### config.mk
export PLATFORM = sky130hd
export DESIGN_NAME = pcc_pll_regs
export DESIGN_NICKNAME = d
export VERILOG_FILES = /design/src/hdl/pcc_pkg.sv /design/src/hdl/pcc_clk_if.sv /design/src/hdl/pcc_lock_sync.sv /design/src/hdl/pcc_clk_switch.sv /design/src/hdl/pcc_pll_regs.sv
export SDC_FILE = /design/constraint.sdc
export NUM_CORES = 1
export LEC_CHECK = 0
export BUFFER_PORTS_ARGS = -buffer_cell sky130_fd_sc_hd__clkbuf_2
export CAP_MARGIN = 20
export CORE_ASPECT_RATIO = 1.4
export CORE_MARGIN = 1
export CORE_UTILIZATION = 40
export CTS_BUF_LIST = sky130_fd_sc_hd__clkbuf_4 sky130_fd_sc_hd__clkbuf_8
export CTS_CLUSTER_SIZE = 14
export DETAILED_ROUTE_END_ITERATION = 12
export MAX_ROUTING_LAYER = met4
export PLACE_DENSITY_LB_ADDON = 0.2
export SETUP_SLACK_MARGIN = 0.5
export SYNTH_ARGS = -nofsm -noshare
export SYNTH_HDL_FRONTEND = slang
export SYNTH_SLANG_ARGS = --single-unit
### constraint.sdc
create_clock -name clk -period 2.03 [get_ports clk]
set_input_delay 0.1015 -clock clk [delete_from_list [all_inputs] [get_ports clk]]
set_output_delay 0.1015 -clock clk [all_outputs]
set_load 0.01 [all_outputs]
### src/hdl/pcc_pkg.sv
// Purpose: Constants and types for the PLL clock control registers.
// Assumes: 8-bit registers behind a plain strobe port.
// Notes:   Register indices and single-bit field positions live here; programming nibbles are sliced in pcc_pll_regs.
//
// Operation
// RL1: Lock interrupt enable writable only in automatic mode; otherwise reads 0; reset clears.
// RL2: In automatic mode every lock indicator change sets the flag; flag and enable raise interrupt.
// RL3: Lock-change flag reads 0 while automatic bandwidth mode is off.
// RL4: A read of the control register clears the flag, except in break without flag-clear enable; reset clears it.
// RL5: PLL-on cannot clear while VCO clock selected; reset sets it.
// RL6: Base select picks crystal or VCO; output runs at half that rate.
// RL7: Base select cannot set while PLL-on is 0; two writes needed.
// RL8: Source switch waits three edges of each clock, output frozen meanwhile; VCO edges are not awaited while the VCO is off.
// RL9: Reset and stop clear the base clock select bit.
// RL10: Low four control bits always read ones and ignore writes.
// RL11: Bandwidth mode bit: 1 automatic, 0 manual; read/write; reset manual.
// RL12: Software clears tracking bit before turning PLL on in manual mode.
// RL13: Lock bit reads live lock in automatic mode, 0 in manual; reset clears.
// RL14: Tracking bit is status in automatic mode, forcing control in manual.
// RL15: Manual tracking value kept hidden during automatic mode; reset clears.
// RL16: Software writes 1 to crystal-loss bit, waits N*4 cycles, reads it.
// RL17: Crystal-loss bit works only with VCO selected, else reads 0.
// RL18: Software writes zeros to the low four bandwidth test bits.
// RL19: Multiplier nibble gives N, with 0 taken as 1; reset loads 6.
// RL20: Multiplier writes ignored while PLL-on is 1.
// RL21: Range nibble locked while PLL on; zero disables PLL, blocks VCO select.
// RL22: Range nibble resets to 6.
// RL23: Interrupt output comes from lock path through flag and enable.
// RL24: Break state without flag-clear enable leaves the flag untouched.
// RL25: Lock indicator synchronised; change between samples sets the flag.

package pcc_pkg;
   // ===========================================================
   // Register map (byte indices)
   localparam logic [1:0] PCC_IDX_CTRL  = 2'h0;
   localparam logic [1:0] PCC_IDX_BW    = 2'h1;
   localparam logic [1:0] PCC_IDX_PROG  = 2'h2;
   // ===========================================================
   // Control register fields
   localparam int         PCC_CTRL_IE   = 7;
   localparam int         PCC_CTRL_FLAG = 6;
   localparam int         PCC_CTRL_ON   = 5;
   localparam int         PCC_CTRL_BCS  = 4;
   localparam logic [3:0] PCC_CTRL_LOW  = 4'hf;
   // ===========================================================
   // Bandwidth register fields
   localparam int         PCC_BW_AUTO   = 7;
   localparam int         PCC_BW_LOCK   = 6;
   localparam int         PCC_BW_TRACK  = 5;
   localparam int         PCC_BW_XLD    = 4;
   // ===========================================================
   // Programming register reset values and nibble constants
   localparam logic [3:0] PCC_MUL_RST   = 4'h6;
   localparam logic [3:0] PCC_VRS_RST   = 4'h6;
   localparam logic [3:0] PCC_NIB_ZERO  = 4'h0;
   localparam logic [3:0] PCC_NIB_ONE   = 4'h1;
   // ===========================================================
   // Clock switch
   localparam logic [1:0] PCC_SW_EDGES  = 2'h3;
   typedef enum logic {PCC_SW_RUN = 1'b0, PCC_SW_FREEZE = 1'b1} pcc_sw_state_t;
endpackage : pcc_pkg

### src/hdl/pcc_clk_if.sv
// Purpose: Carrier between register logic and base clock switch.
// Assumes: Single clock domain.
// Notes:   Control side drives select and VCO run.
`timescale 1ns/1ps
`default_nettype none
interface pcc_clk_if;
   logic select_vco;   // Requested source, 1 = VCO
   logic vco_run;      // VCO enabled
   logic frozen;       // Switch in progress
   logic clk_out;      // Divided base clock
   modport ctrl (output select_vco, output vco_run, input frozen, input clk_out);
   modport sw   (input select_vco, input vco_run, output frozen, output clk_out);
endinterface : pcc_clk_if
`default_nettype wire

### src/hdl/pcc_lock_sync.sv
// Purpose: Synchronise the lock indicator and detect its changes.
// Assumes: Lock detector output may be asynchronous.
// Notes:   Change pulse is one cycle, from a flop.
`timescale 1ns/1ps
`default_nettype none
module pcc_lock_sync (
   input  wire logic clk,        // System clock
   input  wire logic sys_rst,    // Sync reset, high
   input  wire logic lock_in,    // Raw lock indicator
   output var  logic lock_level, // Synchronised lock
   output var  logic lock_chg    // One-cycle change pulse
);
   logic meta_r;
   logic sync_r;
   logic prev_r;

   // Only sync_r reads meta_r
   always_ff @(posedge clk) begin
      if (sys_rst) begin
         meta_r <= 1'b0;
         sync_r <= 1'b0;
      end else begin
         meta_r <= lock_in;
         sync_r <= meta_r;
      end
   end

   always_ff @(posedge clk) begin
      if (sys_rst) begin
         prev_r   <= 1'b0;
         lock_chg <= 1'b0;
      end else begin
         prev_r   <= sync_r;
         lock_chg <= sync_r ^ prev_r;  // [RL25]
      end
   end

   assign lock_level = prev_r;
endmodule : pcc_lock_sync
`default_nettype wire

### src/hdl/pcc_clk_switch.sv
// Purpose: Base clock selector with freeze during source change.
// Assumes: Source clocks sampled as levels; both far below clk rate.
// Notes:   Output toggles on each sampled rising edge of the source.
`timescale 1ns/1ps
`default_nettype none
module pcc_clk_switch (
   input  wire logic clk,           // System clock
   input  wire logic sys_rst,       // Sync reset, high
   input  wire logic crystal_clock, // Crystal clock level
   input  wire logic vco_clock,     // VCO clock level
   pcc_clk_if.sw     cif            // Control carrier
);
   pcc_pkg::pcc_sw_state_t state_r;
   logic       xtal_q_r;
   logic       vco_q_r;
   logic       src_r;
   logic       out_r;
   logic [1:0] xcnt_r;
   logic [1:0] vcnt_r;
   logic       xtal_edge;
   logic       vco_edge;
   logic       src_edge;
   logic       done;

   assign xtal_edge = crystal_clock & ~xtal_q_r;
   assign vco_edge  = vco_clock & ~vco_q_r;
   assign src_edge  = src_r ? vco_edge : xtal_edge;
   // A stopped VCO would otherwise hang the switch
   assign done      = (xcnt_r == pcc_pkg::PCC_SW_EDGES) &&
                      ((vcnt_r == pcc_pkg::PCC_SW_EDGES) || !cif.vco_run);

   always_ff @(posedge clk) begin
      if (sys_rst) begin
         xtal_q_r <= 1'b0;
         vco_q_r  <= 1'b0;
      end else begin
         xtal_q_r <= crystal_clock;
         vco_q_r  <= vco_clock;
      end
   end

   always_ff @(posedge clk) begin
      if (sys_rst) begin
         state_r <= pcc_pkg::PCC_SW_RUN;
         src_r   <= 1'b0;
         xcnt_r  <= 2'h0;
         vcnt_r  <= 2'h0;
      end else begin
         unique case (state_r)
            pcc_pkg::PCC_SW_RUN: begin
               xcnt_r <= 2'h0;
               vcnt_r <= 2'h0;
               if (cif.select_vco != src_r) begin
                  state_r <= pcc_pkg::PCC_SW_FREEZE;  // [RL8]
               end
            end
            pcc_pkg::PCC_SW_FREEZE: begin
               if (xtal_edge && xcnt_r != pcc_pkg::PCC_SW_EDGES) begin
                  xcnt_r <= xcnt_r + 2'h1;
               end
               if (vco_edge && vcnt_r != pcc_pkg::PCC_SW_EDGES) begin
                  vcnt_r <= vcnt_r + 2'h1;
               end
               if (done) begin
                  src_r   <= cif.select_vco;  // [RL8]
                  state_r <= pcc_pkg::PCC_SW_RUN;
               end
            end
         endcase
      end
   end

   // Halving gives the documented 50% duty cycle
   always_ff @(posedge clk) begin
      if (sys_rst) begin
         out_r <= 1'b0;
      end else if (state_r == pcc_pkg::PCC_SW_RUN && src_edge) begin
         out_r <= ~out_r;  // [RL6]
      end
   end

   assign cif.clk_out = out_r;
   assign cif.frozen  = (state_r == pcc_pkg::PCC_SW_FREEZE);

   property p_freeze_hold;
      @(posedge clk) disable iff (sys_rst)
      (state_r == pcc_pkg::PCC_SW_FREEZE) |=> $stable(out_r);
   endproperty
   a_freeze_hold: assert property (p_freeze_hold) else $error("clock moved while frozen"); // [RL8]
endmodule : pcc_clk_switch
`default_nettype wire

### src/hdl/pcc_pll_regs.sv
// Purpose: PLL control, bandwidth and programming registers.
// Assumes: Inputs synchronous to clk except lock_status.
// Notes:   Read data stand in the cycle after the read strobe only.
`timescale 1ns/1ps
`default_nettype none
module pcc_pll_regs (
   input  wire logic       clk,                     // 25 MHz system clock
   input  wire logic       sys_rst,                 // Sync reset, high
   input  wire logic [1:0] reg_addr,                // Register index
   input  wire logic [7:0] reg_wdata,               // Write data
   input  wire logic       reg_wr,                  // Write strobe
   input  wire logic       reg_rd,                  // Read strobe
   output logic      [7:0] reg_rdata,               // Read data, next cycle
   input  wire logic       crystal_clock,           // Crystal clock level
   input  wire logic       vco_clock,               // VCO clock level
   input  wire logic       lock_status,             // Lock detector
   input  wire logic       track_status,            // Auto tracking indication
   input  wire logic       stop_req,                // Stop instruction pulse
   input  wire logic       break_state,             // Break active
   input  wire logic       break_flag_clear_enable, // Break may clear flags
   output logic            base_clock_out,          // Divided base clock
   output logic            pll_cpu_interrupt,       // Interrupt request
   output logic            pll_enable,              // PLL and VCO enable
   output logic            auto_bandwidth,          // Automatic mode
   output logic            manual_track,            // Forced tracking mode
   output logic      [3:0] feedback_multiplier,     // Effective N
   output logic      [3:0] vco_range_multiplier,    // L nibble
   output logic            clock_switching          // Source change running
);
   // ===========================================================
   // Decode
   function automatic logic reg_hit(input logic [1:0] a, input logic [1:0] idx);
      reg_hit = (a == idx);
   endfunction : reg_hit

   function automatic logic [3:0] eff_mul(input logic [3:0] m);
      eff_mul = (m == pcc_pkg::PCC_NIB_ZERO) ? pcc_pkg::PCC_NIB_ONE : m;
   endfunction : eff_mul

   logic       wr_ctrl;
   logic       wr_bw;
   logic       wr_prog;
   logic       rd_ctrl;
   logic       break_protect;
   logic       lock_level;
   logic       lock_chg;
   logic       ie_r;
   logic       flag_r;
   logic       on_r;
   logic       bcs_r;
   logic       auto_r;
   logic       lock_r;
   logic       track_stat_r;
   logic       manual_acq_r;
   logic       xld_r;
   logic       xtal_q_r;
   logic [3:0] mul_r;
   logic [3:0] vrs_r;
   logic       irq_r;
   logic [7:0] rdata_r;
   logic [7:0] ctrl_view;
   logic [7:0] bw_view;
   logic       vrs_zero;

   assign wr_ctrl       = reg_wr && reg_hit(reg_addr, pcc_pkg::PCC_IDX_CTRL);
   assign wr_bw         = reg_wr && reg_hit(reg_addr, pcc_pkg::PCC_IDX_BW);
   assign wr_prog       = reg_wr && reg_hit(reg_addr, pcc_pkg::PCC_IDX_PROG);
   assign rd_ctrl       = reg_rd && reg_hit(reg_addr, pcc_pkg::PCC_IDX_CTRL);
   assign break_protect = break_state && !break_flag_clear_enable;
   assign vrs_zero      = (vrs_r == pcc_pkg::PCC_NIB_ZERO);

   pcc_clk_if cif ();

   pcc_lock_sync u_lock (
      .clk        (clk),
      .sys_rst    (sys_rst),
      .lock_in    (lock_status),
      .lock_level (lock_level),
      .lock_chg   (lock_chg)
   );

   pcc_clk_switch u_switch (
      .clk           (clk),
      .sys_rst       (sys_rst),
      .crystal_clock (crystal_clock),
      .vco_clock     (vco_clock),
      .cif           (cif)
   );

   assign cif.select_vco = bcs_r;   // [RL6]
   assign cif.vco_run    = pll_enable;

   // ===========================================================
   // Bandwidth mode and lock status
   always_ff @(posedge clk) begin
      if (sys_rst) begin
         auto_r <= 1'b0;
      end else if (wr_bw) begin
         auto_r <= reg_wdata[pcc_pkg::PCC_BW_AUTO];  // [RL11]
      end
   end

   always_ff @(posedge clk) begin
      if (sys_rst) begin
         lock_r       <= 1'b0;
         track_stat_r <= 1'b0;
      end else begin
         lock_r       <= auto_r && lock_level;  // [RL13]
         track_stat_r <= track_status;
      end
   end

   // Hidden manual value survives automatic periods
   always_ff @(posedge clk) begin
      if (sys_rst) begin
         manual_acq_r <= 1'b0;  // [RL15]
      end else if (wr_bw && !auto_r) begin
         manual_acq_r <= reg_wdata[pcc_pkg::PCC_BW_TRACK];  // [RL14]
      end
   end

   // ===========================================================
   // Interrupt enable, flag and request
   always_ff @(posedge clk) begin
      if (sys_rst || !auto_r) begin
         ie_r <= 1'b0;  // [RL1]
      end else if (wr_ctrl) begin
         ie_r <= reg_wdata[pcc_pkg::PCC_CTRL_IE];  // [RL1]
      end
   end

   // Set beats the read clear so no lock change is lost
   always_ff @(posedge clk) begin
      if (sys_rst || !auto_r) begin
         flag_r <= 1'b0;  // [RL3]
      end else if (lock_chg) begin
         flag_r <= 1'b1;  // [RL2] [RL25]
      end else if (rd_ctrl && !break_protect) begin
         flag_r <= 1'b0;  // [RL4] [RL24]
      end
   end

   always_ff @(posedge clk) begin
      if (sys_rst) begin
         irq_r <= 1'b0;
      end else begin
         irq_r <= flag_r && ie_r && auto_r;  // [RL2] [RL23]
      end
   end

   // ===========================================================
   // PLL on and base clock select
   always_ff @(posedge clk) begin
      if (sys_rst) begin
         on_r <= 1'b1;  // [RL5]
      end else if (wr_ctrl && !(bcs_r && !reg_wdata[pcc_pkg::PCC_CTRL_ON])) begin
         on_r <= reg_wdata[pcc_pkg::PCC_CTRL_ON];  // [RL5]
      end
   end

   // Old PLL-on value gates the set, so one write cannot do both
   always_ff @(posedge clk) begin
      if (sys_rst || stop_req || vrs_zero) begin
         bcs_r <= 1'b0;  // [RL9] [RL21]
      end else if (wr_ctrl) begin
         bcs_r <= reg_wdata[pcc_pkg::PCC_CTRL_BCS] && on_r;  // [RL7]
      end
   end

   // ===========================================================
   // Crystal loss check: any rising crystal edge after arming clears it
   always_ff @(posedge clk) begin
      if (sys_rst) begin
         xtal_q_r <= 1'b0;
      end else begin
         xtal_q_r <= crystal_clock;
      end
   end

   always_ff @(posedge clk) begin
      if (sys_rst || !bcs_r) begin
         xld_r <= 1'b0;  // [RL17]
      end else if (wr_bw && reg_wdata[pcc_pkg::PCC_BW_XLD]) begin
         xld_r <= 1'b1;  // [RL16]
      end else if (crystal_clock && !xtal_q_r) begin
         xld_r <= 1'b0;  // [RL16]
      end
   end

   // ===========================================================
   // Programming register
   always_ff @(posedge clk) begin
      if (sys_rst) begin
         mul_r <= pcc_pkg::PCC_MUL_RST;  // [RL19]
         vrs_r <= pcc_pkg::PCC_VRS_RST;  // [RL22]
      end else if (wr_prog && !on_r) begin
         mul_r <= reg_wdata[7:4];  // [RL20]
         vrs_r <= reg_wdata[3:0];  // [RL21]
      end
   end

   always_ff @(posedge clk) begin
      if (sys_rst) begin
         pll_enable           <= 1'b1;
         auto_bandwidth       <= 1'b0;
         manual_track         <= 1'b0;
         feedback_multiplier  <= eff_mul(pcc_pkg::PCC_MUL_RST);
         vco_range_multiplier <= pcc_pkg::PCC_VRS_RST;
         clock_switching      <= 1'b0;
         base_clock_out       <= 1'b0;
      end else begin
         pll_enable           <= on_r && !vrs_zero;  // [RL21]
         auto_bandwidth       <= auto_r;
         manual_track         <= !auto_r && manual_acq_r;  // [RL14]
         feedback_multiplier  <= eff_mul(mul_r);  // [RL19]
         vco_range_multiplier <= vrs_r;
         clock_switching      <= cif.frozen;
         base_clock_out       <= cif.clk_out;
      end
   end

   // ===========================================================
   // Read path
   always_comb begin
      ctrl_view = {ie_r, flag_r && auto_r, on_r, bcs_r, pcc_pkg::PCC_CTRL_LOW};  // [RL10]
      bw_view   = {auto_r, lock_r, auto_r ? track_stat_r : manual_acq_r,
                   xld_r && bcs_r, 4'h0};  // [RL17]
   end

   always_ff @(posedge clk) begin
      if (sys_rst || !reg_rd) begin
         rdata_r <= 8'h00;
      end else begin
         unique case (reg_addr)
            pcc_pkg::PCC_IDX_CTRL: rdata_r <= ctrl_view;
            pcc_pkg::PCC_IDX_BW:   rdata_r <= bw_view;
            pcc_pkg::PCC_IDX_PROG: rdata_r <= {mul_r, vrs_r};
            default:               rdata_r <= 8'h00;
         endcase
      end
   end

   assign reg_rdata         = rdata_r;
   assign pll_cpu_interrupt = irq_r;

   // ===========================================================
   // Checks
   property p_ie_manual;
      @(posedge clk) disable iff (sys_rst)
      (wr_ctrl && !auto_r) |=> !ie_r;
   endproperty
   a_ie_manual: assert property (p_ie_manual) else $error("enable written in manual mode"); // [RL1]

   property p_flag_set;
      @(posedge clk) disable iff (sys_rst)
      (auto_r && lock_chg) |=> flag_r ##1 irq_r == ($past(ie_r) && $past(auto_r));
   endproperty
   a_flag_set: assert property (p_flag_set) else $error("lock change lost"); // [RL2]

   property p_flag_manual;
      @(posedge clk) disable iff (sys_rst)
      !auto_r |=> !flag_r ##1 !irq_r;
   endproperty
   a_flag_manual: assert property (p_flag_manual) else $error("flag set in manual mode"); // [RL3]

   property p_flag_read;
      @(posedge clk) disable iff (sys_rst)
      (rd_ctrl && !break_protect && !lock_chg) |=> !flag_r;
   endproperty
   a_flag_read: assert property (p_flag_read) else $error("read did not clear flag"); // [RL4]

   property p_break_keep;
      @(posedge clk) disable iff (sys_rst)
      (rd_ctrl && break_protect && flag_r && auto_r) |=> flag_r;
   endproperty
   a_break_keep: assert property (p_break_keep) else $error("flag cleared in break"); // [RL24]

   property p_on_hold;
      @(posedge clk) disable iff (sys_rst)
      (wr_ctrl && bcs_r && !reg_wdata[pcc_pkg::PCC_CTRL_ON]) |=> on_r;
   endproperty
   a_on_hold: assert property (p_on_hold) else $error("PLL turned off while selected"); // [RL5]

   property p_bcs_block;
      @(posedge clk) disable iff (sys_rst)
      (wr_ctrl && !on_r) |=> !bcs_r;
   endproperty
   a_bcs_block: assert property (p_bcs_block) else $error("select set with PLL off"); // [RL7]

   property p_stop_clear;
      @(posedge clk) disable iff (sys_rst)
      stop_req |=> !bcs_r;
   endproperty
   a_stop_clear: assert property (p_stop_clear) else $error("stop left select set"); // [RL9]

   property p_low_ones;
      @(posedge clk) disable iff (sys_rst)
      rd_ctrl |=> reg_rdata[3:0] == pcc_pkg::PCC_CTRL_LOW;
   endproperty
   a_low_ones: assert property (p_low_ones) else $error("unimplemented bits not ones"); // [RL10]

   property p_lock_manual;
      @(posedge clk) disable iff (sys_rst)
      !auto_r |=> !lock_r;
   endproperty
   a_lock_manual: assert property (p_lock_manual) else $error("lock set in manual mode"); // [RL13]

   property p_mul_prot;
      @(posedge clk) disable iff (sys_rst)
      (wr_prog && on_r) |=> $stable(mul_r) && $stable(vrs_r);
   endproperty
   a_mul_prot: assert property (p_mul_prot) else $error("programming written while on"); // [RL20]

   property p_vrs_zero;
      @(posedge clk) disable iff (sys_rst)
      vrs_zero |=> !bcs_r ##1 !pll_enable;
   endproperty
   a_vrs_zero: assert property (p_vrs_zero) else $error("zero range left PLL usable"); // [RL21]
endmodule : pcc_pll_regs
`default_nettype wire

# == After elaboration in Yosys (flattened, before gate mapping) ==
# Index checks and enable logic that the tools add are counted.
# word_totals
ff_bits,52
in_bits,21
out_inout_bits,22
wordCells,113
# op_classes
addsub,2
eq_ne,9
n_mux,15
bitwise_logic,7
n_reduce_logical,48
# ops
cell,count
$logic_and A1 B1 Y1,24
$pmux W8 S3,1
$logic_not A1 Y1,11
$logic_not A4 Y1,2
$mux W1,8
$ne A2 B2 Y1 const B,4
$pmux W2 S2,2
$eq A2 B2 Y1 const B,3
$logic_or A1 B1 Y1,6
$add A2 B1 Y2 const B,2
$mux W2,2
$not A1 Y1,4
$reduce_bool A2 Y1,2
$mux W3,1
$and A1 B1 Y1,2
$eq A2 B1 Y1 const B,1
$logic_not A2 Y1,1
$pmux W1 S2,1
$reduce_and A2 Y1,1
$reduce_or A2 Y1,1
$ne A1 B1 Y1,1
$xor A1 B1 Y1,1

# == Depth between registers and ports, before layout ==
# logic_depth
depth_word,6
depth_mapped,5
depth_no_buf,4

# == Hierarchy ==
# Synthesis repeated with hierarchy kept, for this count alone.
# hier_totals
hier_cells,185
area_unflattened_um2,1913.1
# modules_own_cells
mod,instances,cells_each,area_per_inst_um2
pcc_pll_regs,1,138,1402.6
pcc_clk_switch,1,38,399.1
pcc_lock_sync,1,9,111.4

# == Worst setup path after synthesis ==
# No wires, ideal clock.
# synth_path
kind,register to register
from,register u_switch.vcnt_r[0]
to,register u_switch.vcnt_r[1]
arrival_time_ps,1072
setup_slack_ps,841
stages_incl_launch_ff,5
n_path_buf,0
synth_period_minus_slack_ps,1189
cell_sequence,dfxtp_1 ha_1 nor3b_1 mux2i_1 nor2_1
# synth_between
elab_chain_cells,3
word_cells_on_any_way,6
cone_classes,add/sub (1); eq/ne (2); mux (2); reduce/logical (1)
# synth_lines
element,line,text
start: declaration,pcc_clk_switch.sv:19,logic [1:0] vcnt_r;
start signal: assignment,pcc_clk_switch.sv:62,vcnt_r <= vcnt_r + 2'h1;
$add A2 B1 Y2 or $ne A2 B2 Y1 (tied branches),"pcc_clk_switch.sv:62, pcc_clk_switch.sv:61",
$mux W2 or $logic_and A1 B1 Y1 (tied branches),pcc_clk_switch.sv:61,if (vco_edge && vcnt_r != pcc_pkg::PCC_SW_EDGES) begin
$pmux W2 S2 or $ne A2 B2 Y1 (tied branches),--,
# Parallel ways exist; a longest one is shown, timed or not. The select of a mux whose other input is x is not followed.
# A chain may end at the register's enable or synchronous reset.

# == Worst setup path after layout ==
# Same ends and word-level chain as after synthesis.

==> results_dict.tcl <==
set metrics [dict create \
    path_clk_slew_ns 0.10 \
    p_leak_nw 0.957 \
    die_area_um2 4950 \
    max_stage_delay_ns 0.33 \
    ys_seq_elements 52 \
    fp-row-count 29 \
    grtUsageMet1_pct 19.4 \
    initial_utilization_pct 41.5 \
    cp_num_cells 4 \
    slew_headroom_pct 62.0 \
    first_pass_iters 4 \
    synth_top_cell_area_share_pct 55.7 \
    finalCriticalPeriod_ns 1.26 \
    die_w_um 59.8 \
    reg2reg_to "u_switch.vcnt_r[1]" \
    finalHoldViolations 0 \
    vias 1365 \
    whs_path_depth 3 \
    grt_pass1_wl_um 5840 \
    rr_worst_depth 4 \
    pwr_density_cell_nw_per_um2 789 \
    slowest_stage "dfxtp_1" \
    finalSetupViolations 0 \
    clockRootBuffer "clkbuf_8" \
    maxSlewViolCount 0 \
    hp-class "input pin to flop" \
    timing.critical_path.required_ns 2.23 \
    drive_above_1_share_pct 26.3 \
    r2r-start "u_switch.vcnt_r[0]" \
    hpwl_um 2520 \
    syn-cell-area_um2 1870 \
    core_um2 4500 \
    ys_top_cells_by_count "dfxtp_1, nor2_1, nand2_1, inv_1, nor2b_1" \
    finalClockSkew_ns 0.00935 \
    synth_cell_type_count 44 \
    syn_inst 185 \
    path_cells "ha_1 -> nor3b_1 -> mux2i_1 -> nor2_1" \
    start_kind "flop" \
    cp.arrival_ns 1.47 \
    grt_pass1_vias 1278 \
    cts_resized 0 \
    globalRouteOverflowTotal 0 \
    ys_seq_area_share_pct 55.7 \
    cp-end-kind "flop" \
    crit_family "simple AND/OR/NAND/NOR gates" \
    grt_use_met2_pct 25.2 \
    drtIter0Drc 53 \
    path_class "flop to flop" \
    routed_wl_um 3430 \
    worstPathMaxFanout 2 \
    antenna_found_initial 0 \
    utilization_pct 50.1 \
    die_h_um 82.9 \
    synth_top_cell_by_area "dfxtp_1" \
    synth.area.top_cells "dfxtp_1, mux2i_1, nor2_1" \
    crit_end "u_switch.vcnt_r[1]" \
    maxCapViolCount 0 \
    io_pins 43 \
    crit_start "u_switch.vcnt_r[0]" \
    drc 0 \
    synthesis.nets 208 \
    period_share_pct 62.2 \
    insertion_delay_ns 0.31 \
    yosys_warnings 0 \
    status "completed" \
    synth_edf_count 0 \
    avgViaCountPerCell 4.64 \
    hp-start "reg_wdata[2]" \
    syn_avg_cell_area_um2 10.1 \
    htree_levels 2 \
    rsz0062_at_grt "no" \
    cts.sinks 52 \
    nets 254 \
    crit_buf_inv 0 \
    postRouteAntennaNets 0 \
    grt_busiest_layer "met2" \
    async_flop_share_pct 0 \
    vdd_ir_drop_max_mv 0.378 \
    yosysMostFrequentCell "dfxtp_1" \
    fmax_mhz 791 \
    setup_tns_ns 0 \
    r2r_slack_ns 0.77 \
    gp_congestion 0.770 \
    n_antenna_cell 0 \
    grt_usage_pct 16.1 \
    cts_buffers 5 \
    max-clock-path-buffers 2 \
    met3_usage_pct 3.89 \
    area_growth_syn_to_layout_pct 20.6 \
    grt_start_max_net_pins 19 \
    cts_tree "yes" \
    max_slew.worst_pin.slew_ns 0.565 \
    synth_ff_type "dfxtp_1" \
    avgRoutedWirePerCell_um 11.7 \
    portBuffers 42 \
]
-- worst register-to-register path: cells and delay by family, from the launching register on --
kind,cells,cell delay (ns)
AND/OR/NAND/NOR,2,0.38
flip-flops,1,0.33
multiplexers,1,0.23
adder cells (fa/ha/maj),1,0.21
-- flip-flops by register name, summed over array words and instances, names as in the netlist, 2 cells and up --
signal and cells:
reg_rdata 8, feedback_multiplier 4, mul_r 4, vco_range_multiplier 4, vrs_r 4, u_switch.vcnt_r 2
u_switch.xcnt_r 2
-- report_power, final --
group / internal, mW / total (mW) / leakage [nW] / switching, mW
Clock: 0.253 / 0.612 / 0.0463 / 0.358
Sequential: 1.04 / 1.05 / 0.422 / 0.0105
Combinational: 0.0565 / 0.117 / 0.489 / 0.0601
Total: 1.35 / 1.78 / 0.957 / 0.429
-- final cells by class --
| type | count | area, um2 |
|---|---|---|
| clock inverter | 3 | 27.5 |
| clock buffer | 5 | 68.8 |
| tap | 62 | 77.6 |
| timing repair buffer | 47 | 258 |
| fill | 466 | 2240 |
| inverter | 10 | 37.5 |
| multi-input combinational | 115 | 744 |
| sequential | 52 | 1040 |
-- through the flow --
step | hold slack [ns] | total power [mW] | cell area (um2) | setup WS, ns | std cells
6_report | 0.0107 | 1.78 | 2250 | 0.767 | 294
5_1_grt | 0.0226 | 1.86 | 2250 | 0.634 | 294
4_1_cts | 0.00708 | 1.81 | 2250 | 0.759 | 294
3_5_place_dp | 0.297 | 1.19 | 2120 | 0.772 | 282
3_3_place_gp | 0.297 | 1.19 | 2120 | 0.802 | 282
2_1_floorplan | 0.177 | 1.14 | 1870 | 0.841 | 185
-- layer usage --
metal	up-vias	share of wire, %
met5	-	0
met4	0	1.5
met3	6	3.8
met2	30	50
met1	620	44
li1	709	-
-- layout by cell type, fill, tap and decap left out, types with 2 or more instances in the layout --
cell type / Yosys / final
dfxtp_1: 52 / 52
clkbuf_2: 0 / 42
nor2_1: 19 / 19
nand2_1: 17 / 17
inv_1: 10 / 10
nor2b_1: 10 / 10
mux2i_1: 9 / 9
a21oi_1: 9 / 9
nor3b_1: 5 / 5
clkbuf_8: 0 / 5
o21ai_0: 4 / 4
dlygate4sd3_1: 0 / 4
xnor2_1: 3 / 3
nand3b_1: 3 / 3
o211ai_1: 3 / 3
nand3_1: 2 / 2
mux2_2: 2 / 2
nand2b_1: 2 / 2
o21a_1: 2 / 2
ha_1: 2 / 2
-- cells by family (layout without fill, tap and decap cells) --
logic type | count (synthesis) | after routing | synth area share [%]
fa+ha+maj | 2 | 2 | 1.34
buf+inv | 18 | 65 | 4.49
mux | 11 | 11 | 6.02
xor+xnor | 4 | 4 | 1.87
simple gates | 71 | 71 | 20.9
flops | 52 | 52 | 55.7
compound gates | 27 | 27 | 9.71
-- timing repair --
item                                    in CTS  in global routing
hold endpoints to repair                     4                  0
setup buffers                                0                  0
endpoints found under the setup margin       0                  0
hold buffers                                 4                  0
-- how the worst min path moves through the flow --
stage,to,slack [ns]
after floorplan,bcs_r,0.18
after global placement,bcs_r,0.30
after detailed placement,bcs_r,0.30
after CTS,vrs_r[2],0.007
after global routing,vrs_r[2],0.02
final,vrs_r[2],0.01
(Power assumes the default switching activity.)
